File: src/verilog/rtsa_defines.svh
// rtsa_defines.svh: offsets, bit positions and reset values for one
// receive subaddress control/status block.
// assumes a 32-bit Avalon-MM slave port with byte addresses.
`ifndef RTSA_DEFINES_SVH
`define RTSA_DEFINES_SVH

// register byte offsets
`define RTSA_OFS_CTRL 8'h00
`define RTSA_OFS_CFG 8'h04
`define RTSA_OFS_IRQ_EN 8'h08
`define RTSA_OFS_IRQ_ST 8'h0c
`define RTSA_OFS_SOFT_RESET 8'h10

// control word bits
`define RTSA_BIT_IRQ_ARM 13
`define RTSA_BIT_BUSY 12
`define RTSA_BIT_ACC 11
`define RTSA_BIT_BSEL 10
`define RTSA_BIT_BROADCAST_SEEN 9

// config register fields
`define RTSA_BIT_BDIS 0
`define RTSA_MODE_LSB 1
`define RTSA_MODE_MSB 2

// soft reset command bit
`define RTSA_BIT_SOFT_RESET 0

// reset values
`define RTSA_RST_CTRL 16'h0000
`define RTSA_RST_CFG 3'h0
`define RTSA_RST_IRQ 16'h0000

`endif

File: src/verilog/rtsa_pkg.sv
// rtsa_pkg: types shared by the subaddress control/status block.
// assumes rtsa_defines.svh for all numeric constants.
package rtsa_pkg;

	// buffer organisation of the subaddress
	typedef enum logic [1:0] {
		RTSA_PING_PONG,
		RTSA_INDEXED,
		RTSA_CIRC_1,
		RTSA_CIRC_2
	} rtsa_mode_t;

	// message tracking states
	typedef enum logic [1:0] {
		RTSA_IDLE,
		RTSA_STORE,
		RTSA_DISCARD
	} rtsa_msg_t;

endpackage

File: src/verilog/rtsa_flag.sv
// rtsa_flag: one sticky flag, set by hardware, cleared by a pulse.
// assumes set and clear come from logic on the same clock.
`timescale 1ns/1ps
module rtsa_flag
	import rtsa_pkg::*;
(
	input wire logic clk,
	input wire logic rst_n,
	input wire logic ce,
	input wire logic set,
	input wire logic clr,
	output logic q
);

	// set wins so an event in the clearing cycle is kept
	always_ff @(posedge clk or negedge rst_n)
	begin
		if (!rst_n)
			q <= 1'b0;
		else if (ce)
		begin
			if (set)
				q <= 1'b1;
			else if (clr)
				q <= 1'b0;
		end
	end

endmodule

File: src/verilog/rtsa_toggle.sv
// rtsa_toggle: buffer select bit that inverts on a pulse.
// assumes toggle and clear come from logic on the same clock.
`timescale 1ns/1ps
module rtsa_toggle
	import rtsa_pkg::*;
(
	input wire logic clk,
	input wire logic rst_n,
	input wire logic ce,
	input wire logic toggle,
	input wire logic clr,
	output logic q
);

	// soft clear has priority: a message ending with the reset is dropped
	always_ff @(posedge clk or negedge rst_n)
	begin
		if (!rst_n)
			q <= 1'b0;
		else if (ce)
		begin
			if (clr)
				q <= 1'b0;
			else if (toggle)
				q <= ~q;
		end
	end

endmodule

File: src/verilog/rtsa_top.sv
// rtsa_top: control and status of one receive subaddress of a 1553
// remote terminal, with an Avalon-MM register port for the host.
// assumes the protocol engine on the same clock delivers decoded
// command, word and end-of-message pulses; rst_n is the master reset.
`timescale 1ns/1ps
`include "rtsa_defines.svh"
module rtsa_top
	import rtsa_pkg::*;
#(
	parameter int DW = 16
)
(
	input wire logic clk,
	input wire logic rst_n,
	input wire logic ce,
	input wire logic [7:0] avs_address,
	input wire logic avs_read,
	input wire logic avs_write,
	input wire logic [31:0] avs_writedata,
	input wire logic [3:0] avs_byteenable,
	output logic [31:0] avs_readdata,
	output logic avs_waitrequest,
	input wire logic cmd_stb,
	input wire logic cmd_broadcast_seen,
	input wire logic cmd_illegal,
	input wire logic word_stb,
	input wire logic [DW-1:0] word_data,
	input wire logic end_stb,
	input wire logic end_error,
	output logic cmd_valid,
	output logic resp_busy,
	output logic mem_we,
	output logic [DW-1:0] mem_wdata,
	output logic mem_use_b,
	output logic irq_n
);

	// bus handshake and decode
	logic ack_q;
	logic req;
	logic rd_cap;
	logic wr_take;
	logic hit_ctrl;
	logic hit_cfg;
	logic hit_en;
	logic hit_st;
	logic hit_soft_reset;

	// host-written state
	logic force_busy_q;
	logic broadcast_irq_arm_q;
	logic broadcast_disable_q;
	rtsa_mode_t mode_q;
	logic [15:0] irq_en_q;
	logic soft_reset;

	// reset image of the configuration register
	localparam logic [2:0] CFG_RST = `RTSA_RST_CFG;

	// device-maintained state
	logic block_accessed_flag;
	logic buffer_b_select;
	logic broadcast_seen;
	logic st_broadcast_seen;
	logic st_acc;
	rtsa_msg_t msg_q;
	logic broadcast_seen_q;
	logic busy_q;
	logic ok_end;
	logic done;
	logic [15:0] ctrl_word;
	logic [15:0] st_word;

	// one wait cycle per access, answer on the second edge
	assign req = avs_read | avs_write;
	assign avs_waitrequest = req & ~ack_q;
	assign wr_take = avs_write & ack_q;

	assign hit_ctrl = avs_address == `RTSA_OFS_CTRL;
	assign hit_cfg = avs_address == `RTSA_OFS_CFG;
	assign hit_en = avs_address == `RTSA_OFS_IRQ_EN;
	assign hit_st = avs_address == `RTSA_OFS_IRQ_ST;
	assign hit_soft_reset = avs_address == `RTSA_OFS_SOFT_RESET;

	// read side effects act at the capture edge, not the answer edge:
	// a flag set between the two would otherwise be cleared unseen,
	// while here set wins against the clear in that same cycle
	assign rd_cap = avs_read & ~ack_q;

	// ack toggles so back-to-back requests each take two cycles
	always_ff @(posedge clk or negedge rst_n)
	begin
		if (!rst_n)
			ack_q <= 1'b0;
		else if (ce)
			ack_q <= req & ~ack_q;
	end

	// control word as the host sees it
	always_comb
	begin
		ctrl_word = `RTSA_RST_CTRL;
		ctrl_word[`RTSA_BIT_IRQ_ARM] = broadcast_irq_arm_q;
		ctrl_word[`RTSA_BIT_BUSY] = force_busy_q;
		ctrl_word[`RTSA_BIT_ACC] = block_accessed_flag;
		ctrl_word[`RTSA_BIT_BSEL] = buffer_b_select;
		ctrl_word[`RTSA_BIT_BROADCAST_SEEN] = broadcast_seen;
	end

	// status register uses the control word bit positions
	always_comb
	begin
		st_word = `RTSA_RST_IRQ;
		st_word[`RTSA_BIT_IRQ_ARM] = st_broadcast_seen;
		st_word[`RTSA_BIT_ACC] = st_acc;
	end

	// read data captured in the wait cycle, unmapped reads give zero
	always_ff @(posedge clk or negedge rst_n)
	begin
		if (!rst_n)
			avs_readdata <= 32'h0000_0000;
		else if (ce && rd_cap)
		begin
			avs_readdata <= 32'h0000_0000;
			if (hit_ctrl)
				avs_readdata <= {16'h0000, ctrl_word};
			else if (hit_cfg)
				avs_readdata <= {29'h0000_0000, mode_q,
					broadcast_disable_q};
			else if (hit_en)
				avs_readdata <= {16'h0000, irq_en_q};
			else if (hit_st)
				avs_readdata <= {16'h0000, st_word};
		end
	end

	// host control bits of the control word; byte 1 holds them
	always_ff @(posedge clk or negedge rst_n)
	begin
		if (!rst_n)
		begin
			force_busy_q <= 1'b0;
			broadcast_irq_arm_q <= 1'b0;
		end
		else if (ce && wr_take && hit_ctrl && avs_byteenable[1])
		begin
			force_busy_q <= avs_writedata[`RTSA_BIT_BUSY];
			broadcast_irq_arm_q <= avs_writedata[`RTSA_BIT_IRQ_ARM];
		end
	end

	// terminal configuration; soft reset leaves it alone
	always_ff @(posedge clk or negedge rst_n)
	begin
		if (!rst_n)
		begin
			broadcast_disable_q <= CFG_RST[`RTSA_BIT_BDIS];
			mode_q <= rtsa_mode_t'(
				CFG_RST[`RTSA_MODE_MSB:`RTSA_MODE_LSB]);
		end
		else if (ce && wr_take && hit_cfg && avs_byteenable[0])
		begin
			broadcast_disable_q <= avs_writedata[`RTSA_BIT_BDIS];
			mode_q <= rtsa_mode_t'(
				avs_writedata[`RTSA_MODE_MSB:`RTSA_MODE_LSB]);
		end
	end

	// interrupt enable register, same layout as status
	always_ff @(posedge clk or negedge rst_n)
	begin
		if (!rst_n)
			irq_en_q <= `RTSA_RST_IRQ;
		else if (ce && wr_take && hit_en)
		begin
			if (avs_byteenable[0])
				irq_en_q[7:0] <= avs_writedata[7:0];
			if (avs_byteenable[1])
				irq_en_q[15:8] <= avs_writedata[15:8];
		end
	end

	// soft reset is a self-clearing command, one cycle wide
	assign soft_reset = wr_take && hit_soft_reset && avs_byteenable[0] &&
		avs_writedata[`RTSA_BIT_SOFT_RESET];

	// message tracking; busy is sampled once at command time
	always_ff @(posedge clk or negedge rst_n)
	begin
		if (!rst_n)
		begin
			msg_q <= RTSA_IDLE;
			broadcast_seen_q <= 1'b0;
			busy_q <= 1'b0;
		end
		else if (ce)
		begin
			if (soft_reset)
			begin
				msg_q <= RTSA_IDLE;
				broadcast_seen_q <= 1'b0;
				busy_q <= 1'b0;
			end
			else
			begin
				unique case (msg_q)
					RTSA_IDLE:
					begin
						// address 31 is refused while broadcast is off
						if (cmd_stb && !cmd_illegal &&
							!(cmd_broadcast_seen && broadcast_disable_q))
						begin
							broadcast_seen_q <= cmd_broadcast_seen;
							busy_q <= force_busy_q;
							msg_q <= force_busy_q ? RTSA_DISCARD
								: RTSA_STORE;
						end
					end
					RTSA_STORE, RTSA_DISCARD:
					begin
						if (end_stb)
						begin
							msg_q <= RTSA_IDLE;
							busy_q <= 1'b0;
						end
					end
					// the unused code falls back to idle
					default:
						msg_q <= RTSA_IDLE;
				endcase
			end
		end
	end

	// command acceptance and busy answer toward the protocol engine
	always_ff @(posedge clk or negedge rst_n)
	begin
		if (!rst_n)
		begin
			cmd_valid <= 1'b0;
			resp_busy <= 1'b0;
		end
		else if (ce)
		begin
			cmd_valid <= !soft_reset && msg_q == RTSA_IDLE && cmd_stb &&
				!cmd_illegal && !(cmd_broadcast_seen && broadcast_disable_q);
			resp_busy <= force_busy_q;
		end
	end

	// data words pass to memory only while storing; busy drops them
	always_ff @(posedge clk or negedge rst_n)
	begin
		if (!rst_n)
		begin
			mem_we <= 1'b0;
			mem_wdata <= '0;
		end
		else if (ce)
		begin
			mem_we <= word_stb && msg_q == RTSA_STORE;
			if (word_stb)
				mem_wdata <= word_data;
		end
	end

	// buffer select steers only in ping-pong mode
	always_ff @(posedge clk or negedge rst_n)
	begin
		if (!rst_n)
			mem_use_b <= 1'b0;
		else if (ce)
			mem_use_b <= mode_q == RTSA_PING_PONG &&
				buffer_b_select;
	end

	// message end: all flags take the same strobe
	// so a host read never catches half an update
	assign done = ce && end_stb && msg_q != RTSA_IDLE && !soft_reset;
	assign ok_end = done && !end_error && !busy_q;

	// accessed flag, cleared by reading the control word
	rtsa_flag u_acc (
		.clk(clk),
		.rst_n(rst_n),
		.ce(ce),
		.set(done),
		.clr(soft_reset || (rd_cap && hit_ctrl)),
		.q(block_accessed_flag)
	);

	// ping-pong buffer select; holds after error or busy
	rtsa_toggle u_bsel (
		.clk(clk),
		.rst_n(rst_n),
		.ce(ce),
		.toggle(ok_end && mode_q == RTSA_PING_PONG),
		.clr(soft_reset),
		.q(buffer_b_select)
	);

	// broadcast seen flag, only reset clears it
	rtsa_flag u_broadcast_seen (
		.clk(clk),
		.rst_n(rst_n),
		.ce(ce),
		.set(done && broadcast_seen_q),
		.clr(soft_reset),
		.q(broadcast_seen)
	);

	// sticky broadcast interrupt event, armed per subaddress
	rtsa_flag u_st_broadcast_seen (
		.clk(clk),
		.rst_n(rst_n),
		.ce(ce),
		.set(done && broadcast_seen_q && broadcast_irq_arm_q),
		.clr(soft_reset || (rd_cap && hit_st)),
		.q(st_broadcast_seen)
	);

	// sticky message-complete event
	rtsa_flag u_st_acc (
		.clk(clk),
		.rst_n(rst_n),
		.ce(ce),
		.set(done),
		.clr(soft_reset || (rd_cap && hit_st)),
		.q(st_acc)
	);

	// level interrupt, low while an enabled status bit is set
	// registered so the pin never glitches while flags settle
	always_ff @(posedge clk or negedge rst_n)
	begin
		if (!rst_n)
			irq_n <= 1'b1;
		else if (ce)
			irq_n <= ~|(st_word & irq_en_q);
	end

endmodule

File: config.mk
export PLATFORM = sky130hd
export DESIGN_NAME = rtsa_top
export DESIGN_NICKNAME = d
export VERILOG_FILES = /design/src/verilog/rtsa_pkg.sv /design/src/verilog/rtsa_flag.sv /design/src/verilog/rtsa_toggle.sv /design/src/verilog/rtsa_top.sv
export VERILOG_INCLUDE_DIRS = /design/src /design/src/verilog
export SDC_FILE = /design/constraint.sdc
export NUM_CORES = 1
export LEC_CHECK = 0
export BUFFER_PORTS_ARGS = -buffer_cell sky130_fd_sc_hd__buf_2
export CAP_MARGIN = 20
export CORE_ASPECT_RATIO = 1.1
export CORE_MARGIN = 2
export CORE_UTILIZATION = 36
export DETAILED_ROUTE_END_ITERATION = 12
export GPL_ROUTABILITY_DRIVEN = 0
export GPL_TIMING_DRIVEN = 1
export PLACE_DENSITY_LB_ADDON = 0.2
export SLEW_MARGIN = 5
export SYNTH_ARGS = -nofsm -noshare
export SYNTH_HDL_FRONTEND = slang
export SYNTH_SLANG_ARGS = --single-unit
File: constraint.sdc
create_clock -name clk -period 2.34 [get_ports clk]
set_input_delay 0 -clock clk [delete_from_list [all_inputs] [get_ports clk]]
set_output_delay 0 -clock clk [all_outputs]
set_load 0.005 [all_outputs]
; ---- Word-level counts from Yosys, hierarchy flattened
; Cells that the tools add are included.
; Widths: inputs -> output; s select.
[totals]
latchBits = 0
memories = 0
ff_bits = 84
ramBits = 0
in_bits = 71
wordCells = 124
romBits = 0
out_inout_bits = 54
[op_classes]
n_addsub = 0
n_div = 0
n_reduce_logical = 62
multipliers = 0
muxes = 25
order_cmp = 0
n_eq_ne = 8
bitwise_logic = 7
shifts = 0
[ops]
columns = cell, n
row1 = $mux 32, 2
row2 = $logic_and 1x1->1, 29
row3 = $and 14x16->16, 1
row4 = $eq 8x4->1 const B, 2
row5 = $mux 16, 1
row6 = $reduce_and 2->1, 8
row7 = $reduce_bool 2->1, 8
row8 = $reduce_or 16->1, 1
row9 = $mux 1, 15
row10 = $mux 14, 1
row11 = $eq 8x3->1 const B, 1
row12 = $eq 8x5->1 const B, 1
row13 = $logic_not 8->1, 1
row14 = $mux 2, 4
row15 = $logic_not 1->1, 6
row16 = $ne 3x3->1 const B, 2
row17 = $reduce_and 3->1, 2
row18 = $logic_not 2->1, 2
row19 = $pmux 2 s2, 1
row20 = $reduce_and 4->1, 1
row21 = $and 1x1->1, 3
row22 = $reduce_bool 3->1, 1
row23 = $eq 2x1->1 const B, 1
row24 = $eq 2x2->1 const B, 1
row25 = 5 further kinds, 7

; ---- Depth between registers and ports, before layout
[depth]
word_depth = 11
depth_mapped = 8
mapped_depth_nobuf = 7

; ---- Hierarchy
; A second synthesis with hierarchy kept.
[unflattened]
hier_cells = 251
area_unflattened_um2 = 3104.2
[modules_own_cells]
columns = module, instances, area_per_inst_um2, seq_area_each_um2, cells_per_inst
row1 = rtsa_top, 1, 2900.3, 1577.8, 234
row2 = rtsa_flag, 4, 37.5, 25.0, 3
row3 = rtsa_toggle, 1, 53.8, 25.0, 5

; ---- Worst setup path after synthesis
; No wires, ideal clock.
[synth_timing]
kind = register -> register
from = register ack_q
to = register irq_en_q[0]
synth_period_minus_slack_ns = 1.481
stages_incl_launch_ff = 5
path_buffers = 0
required_time_ns = 2.215
setup_slack_ns = 0.859
setup_time_ns = 0.125
arrival_time_ns = 1.356
path_cell_list = dfrtp_1 > and3_1 > nand2_1 > nor3_4 > mux2_2
[synth_between]
elab_chain_cells = 4
[synth_rtl]
columns = element, line_no
row1 = start: declaration, rtsa_top.sv:39  ; logic ack_q;
row2 = start signal: assignment, rtsa_top.sv:96  ; ack_q <= req & ~ack_q;
row3 = $and 1x1->1, rtsa_top.sv:77  ; assign wr_take = avs_write & ack_q;
row4 = $logic_and 1x1->1 (2 in a row), rtsa_top.sv:175  ; else if (ce && wr_take && hit_en)
row5 = $reduce_and 2->1 (no line), n/a
row6 = end signal: assignment, rtsa_top.sv:174  ; irq_en_q <= `RTSA_RST_IRQ;
row7 = end signal: assignment, rtsa_top.sv:178  ; irq_en_q[7:0] <= avs_writedata[7:0];
row8 = end: declaration, rtsa_top.sv:54  ; logic [15:0] irq_en_q;
; No other way between the ends.
; A chain may end at the register's enable or synchronous reset.

; ---- Worst setup path after layout
[layout_timing]
from = register ack_q
to = register avs_readdata[15]
[layout_between]
elab_chain_cells = 3
[layout_rtl]
columns = element, line_no
row1 = $not 1->1, rtsa_top.sv:88  ; assign rd_cap = avs_read & ~ack_q;
row2 = $and 1x1->1, rtsa_top.sv:88
row3 = $logic_and 1x1->1, rtsa_top.sv:123  ; else if (ce && rd_cap)
row4 = end signal: assignment, rtsa_top.sv:127  ; avs_readdata <= {16'h0000, ctrl_word};
row5 = end signal: assignment, rtsa_top.sv:129  ; avs_readdata <= {29'h0000_0000, mode_q,
row6 = end signal: assignment, rtsa_top.sv:132  ; avs_readdata <= {16'h0000, irq_en_q};
row7 = end: declaration, rtsa_top.sv:21  ; output logic [31:0] avs_readdata,
; No other way between the ends.

==> metrics.md <==
| Metric | Value |
|---|---|
| Max Used Layer | `met5` |
| Avg Cell Area, Syn | `12.4 um2` |
| # port buffers | `90` |
| Row cnt | `35` |
| Setup violators final | `0` |
| Status | `finished, final reports clean` |
| PwrDens | `638 mW/mm2` |
| Setup slack after layout | `0.577 ns` |
| Switching power | `0.723 mW` |
| Global route overflow | `0` |
| Max Slew Vio Count | `0` |
| Sw Share | `27.8%` |
| Static leakage | `2.06 nW` |
| M1 wire length | `3180 um` |
| Max incr delay on CP | `0.64 ns` |
| Cell internal pwr | `1.88 mW` |
| VDD IR-drop max | `0.316 mV` |
| Routed Antenna Nets | `0` |
| Comb pwr share | `16.6%` |
| Die Y | `101 um` |
| Final hold slack | `0.0483 ns` |
| Period Utilization, post-route | `75.3%` |
| Max Cap Viol | `0` |
| Worst Tran Pin Value | `0.774 ns` |
| Core Box Area | `0.00832 mm2` |
| Initial antenna violation count | `2` |
| Pin count of the biggest net entering global routing | `69` |
| Crit path kind | `flop to flop` |
| Final std cells w/o fill | `492` |
| GRT Util Overall | `15.5%` |
| Worst skew pair latency | `0.34 ns` |
| Fmax | `567 MHz` |
| Sequential area share after synthesis | `55.8%` |
| Seq pwr share | `51.5%` |
| Area grow syn2layout | `33.5%` |
| 1st-pass router iterations | `4` |
| Number of global-route vias before repair | `2,264` |
| Final net count | `449` |
| Routed WL | `6980 um` |
| Starting Density | `36.7%` |
| Final setup TNS | `0 ns` |
| First-pass GRT wire length | `11,000 um` |
| Drc violations | `0` |
| Final Hold Viols | `0` |
| Cells after DPL | `440` |
| CP Launch Type | `flop` |
| Die area | `0.00923 mm2` |
| Final HPWL DP | `4860 um` |
| Distinct cells, synth | `47` |
| TritonCTS clock tree | `yes` |
| Minimum clock period | `1.76 ns` |
| Final Core Density | `49.0%` |
| Fill count | `767` |
| Post-synth EDFFs | `0` |
| RSZ-0062 raised after global routing | `no` |
| WL met3 | `484 um` |
| Dominant synthesized flop cell | `dfrtp_1` |
| CP Data Required Time | `2.62 ns` |
| CTS max path bufs | `2` |
| Top Ports | `125` |
| Synth warn | `0` |
| CP max stage cell | `nor3_2` |
| Register bit total from synthesis | `68` |
| ANT cells | `0` |
| CTS buffer count | `9` |
| Clock sinks | `68` |
| CP cell instances | `or2_1 -> nor3_2 -> a22o_1` |
| Post-route clock skew | `0.00517 ns` |
| CP Capture Type | `flop` |
| Via count | `2,304` |
| Setup WS pre-CTS | `0.562 ns` |
| Starting DRT DRC Count | `65` |
| Die X-Extent | `91.8 um` |
| Synth Cell Area | `0.00305 mm2` |
| Max-slew headroom | `48.1%` |
| Multi-input gate area | `0.00120 mm2` |
| Sequential Area | `0.00170 mm2` |
| Synth Instances | `247` |
| DR WL/cell | `14.2 um` |
| Largest fanout on the critical path | `11` |
| Clk network pwr share | `31.9%` |
| Clock transition at the registers of the reported paths | `0.07 ns` |
| H-tree Lvls | `3` |
| Vias/cell | `4.68` |
| Layout cells sized above 1 | `41.5%` |
| Post-synthesis async set-or-reset flop share | `100%` |
| Arr. time, crit path | `2.04 ns` |
| Met2 routed wirelength | `3200 um` |
| Worst hold path type | `input port to flop` |
| Clock Root Buffer | `clkbuf_8` |
[final timing paths]
| path | start | slack, ns | cells past startpoint | endpoint |
|---|---|---|---|---|
| setup / recovery | ack_q | 0.58 | 3 | avs_readdata[15] |
| hold / removal | avs_address[6] | 0.05 | 4 | avs_readdata[2] |
| setup reg to reg | ack_q | 0.58 | 3 | avs_readdata[15] |
| hold reg to reg | avs_readdata[2] | 0.49 | 2 | avs_readdata[2] |
| max in group asynchronous | rst_n | 1.79 | 3 | irq_n |
| min in group asynchronous | rst_n | 0.20 | 3 | irq_en_q[3] |
[power groups by stage]
| stage | registers (mW) | logic, mW | clock network [mW] |
|---|---|---|---|
| 2_1_floorplan | 1.35 | 0.225 | 0 |
| 3_3_place_gp | 1.36 | 0.380 | 0 |
| 3_5_place_dp | 1.36 | 0.389 | 0 |
| 4_1_cts | 1.34 | 0.438 | 0.858 |
| 5_1_grt | 1.35 | 0.487 | 0.917 |
| 6_report | 1.34 | 0.430 | 0.830 |
[per-stage QoR]
step	power (mW)	cell area (um2)
finish	2.60	4080
CTS	2.64	4080
global placement	1.74	3550
detailed placement	1.75	3550
floorplan	1.58	3110
global route	2.76	4080
[metal layers]
metal / track usage, % / vias to the layer above
li1: - / 1107
met1: 20.0 / 1104
met2: 24.4 / 79
met3: 5.24 / 12
met4: 5.51 / 2
met5: 0 / -
[registers in the layout (all words and copies together) (netlist names), 2 cells and up]
name / count
mode_q: 2
msg_q: 2
irq_en_q: 16
avs_readdata: 16
mem_wdata: 16
[what timing repair did]
item                       CTS  global route
resized for setup            0             0
hold endpoints to repair   108             0
setup endpoints to repair    0             0
buffers inserted             0             0
hold buffers                36             0
[layout make-up]
type / instances / area share [%]
clock buffers: 11 / 3.22
repair buffers: 128 / 20.6
inverters: 10 / 0.921
flip-flops and latches: 68 / 41.8
multi-input cells: 159 / 29.4
well taps: 111 / 3.41
clock inverters: 5 / 0.706
[cell families after synthesis]
group	share of synthesized area, %
flip-flops	55.8
AND/OR/NAND/NOR	12.1
multiplexers	15.4
AO/OA/AOI/OAI	8.90
buffers and inverters	6.81
adder cells (fa/ha/maj)	0.820
other	0.123
[cell usage in the layout, fill, tap and decap left out, types with 4 or more instances in the layout]
cell	synthesis	routed
buf_2	4	90
dfrtp_1	67	67
mux2_2	40	40
dlygate4sd3_1	0	36
nand2_1	19	19
conb_1	1	16
inv_1	10	10
o21ai_0	10	10
nor2_1	9	9
clkbuf_8	0	9
a22o_1	8	8
nand3_1	5	5
clkinv_2	0	4
[worst max-delay path, delay by kind of cell (launching register included)]
family,cells,cell delay [ns]
AO/OA/AOI/OAI,1,0.24
AND/OR/NAND/NOR,2,1.03
flip-flops,1,0.43
[synthesized netlist by cell type, types with 2 or more instances]
master / instances / share of area [%]
a22oi_1: 3 / 0.74
nor3_2: 3 / 0.98
a22o_1: 8 / 2.3
buf_2: 4 / 0.66
mux2i_1: 2 / 0.66
clkbuf_1: 2 / 0.25
o21ai_0: 10 / 1.6
a21oi_1: 2 / 0.33
dfrtp_1: 67 / 55
nand3_1: 5 / 0.82
and3_1: 3 / 0.62
nand2b_1: 2 / 0.41
nor3_1: 2 / 0.33
and4_1: 2 / 0.57
ha_1: 2 / 0.82
nor2_1: 9 / 1.1
a31oi_1: 3 / 0.62
nand2_2: 2 / 0.41
or3_1: 2 / 0.41
a222oi_1: 3 / 0.98
inv_1: 10 / 1.2
mux2_2: 40 / 15
and2_1: 3 / 0.62
nand2_1: 19 / 2.3
buf_4: 17 / 4.2
(Power assumes the default switching activity.)
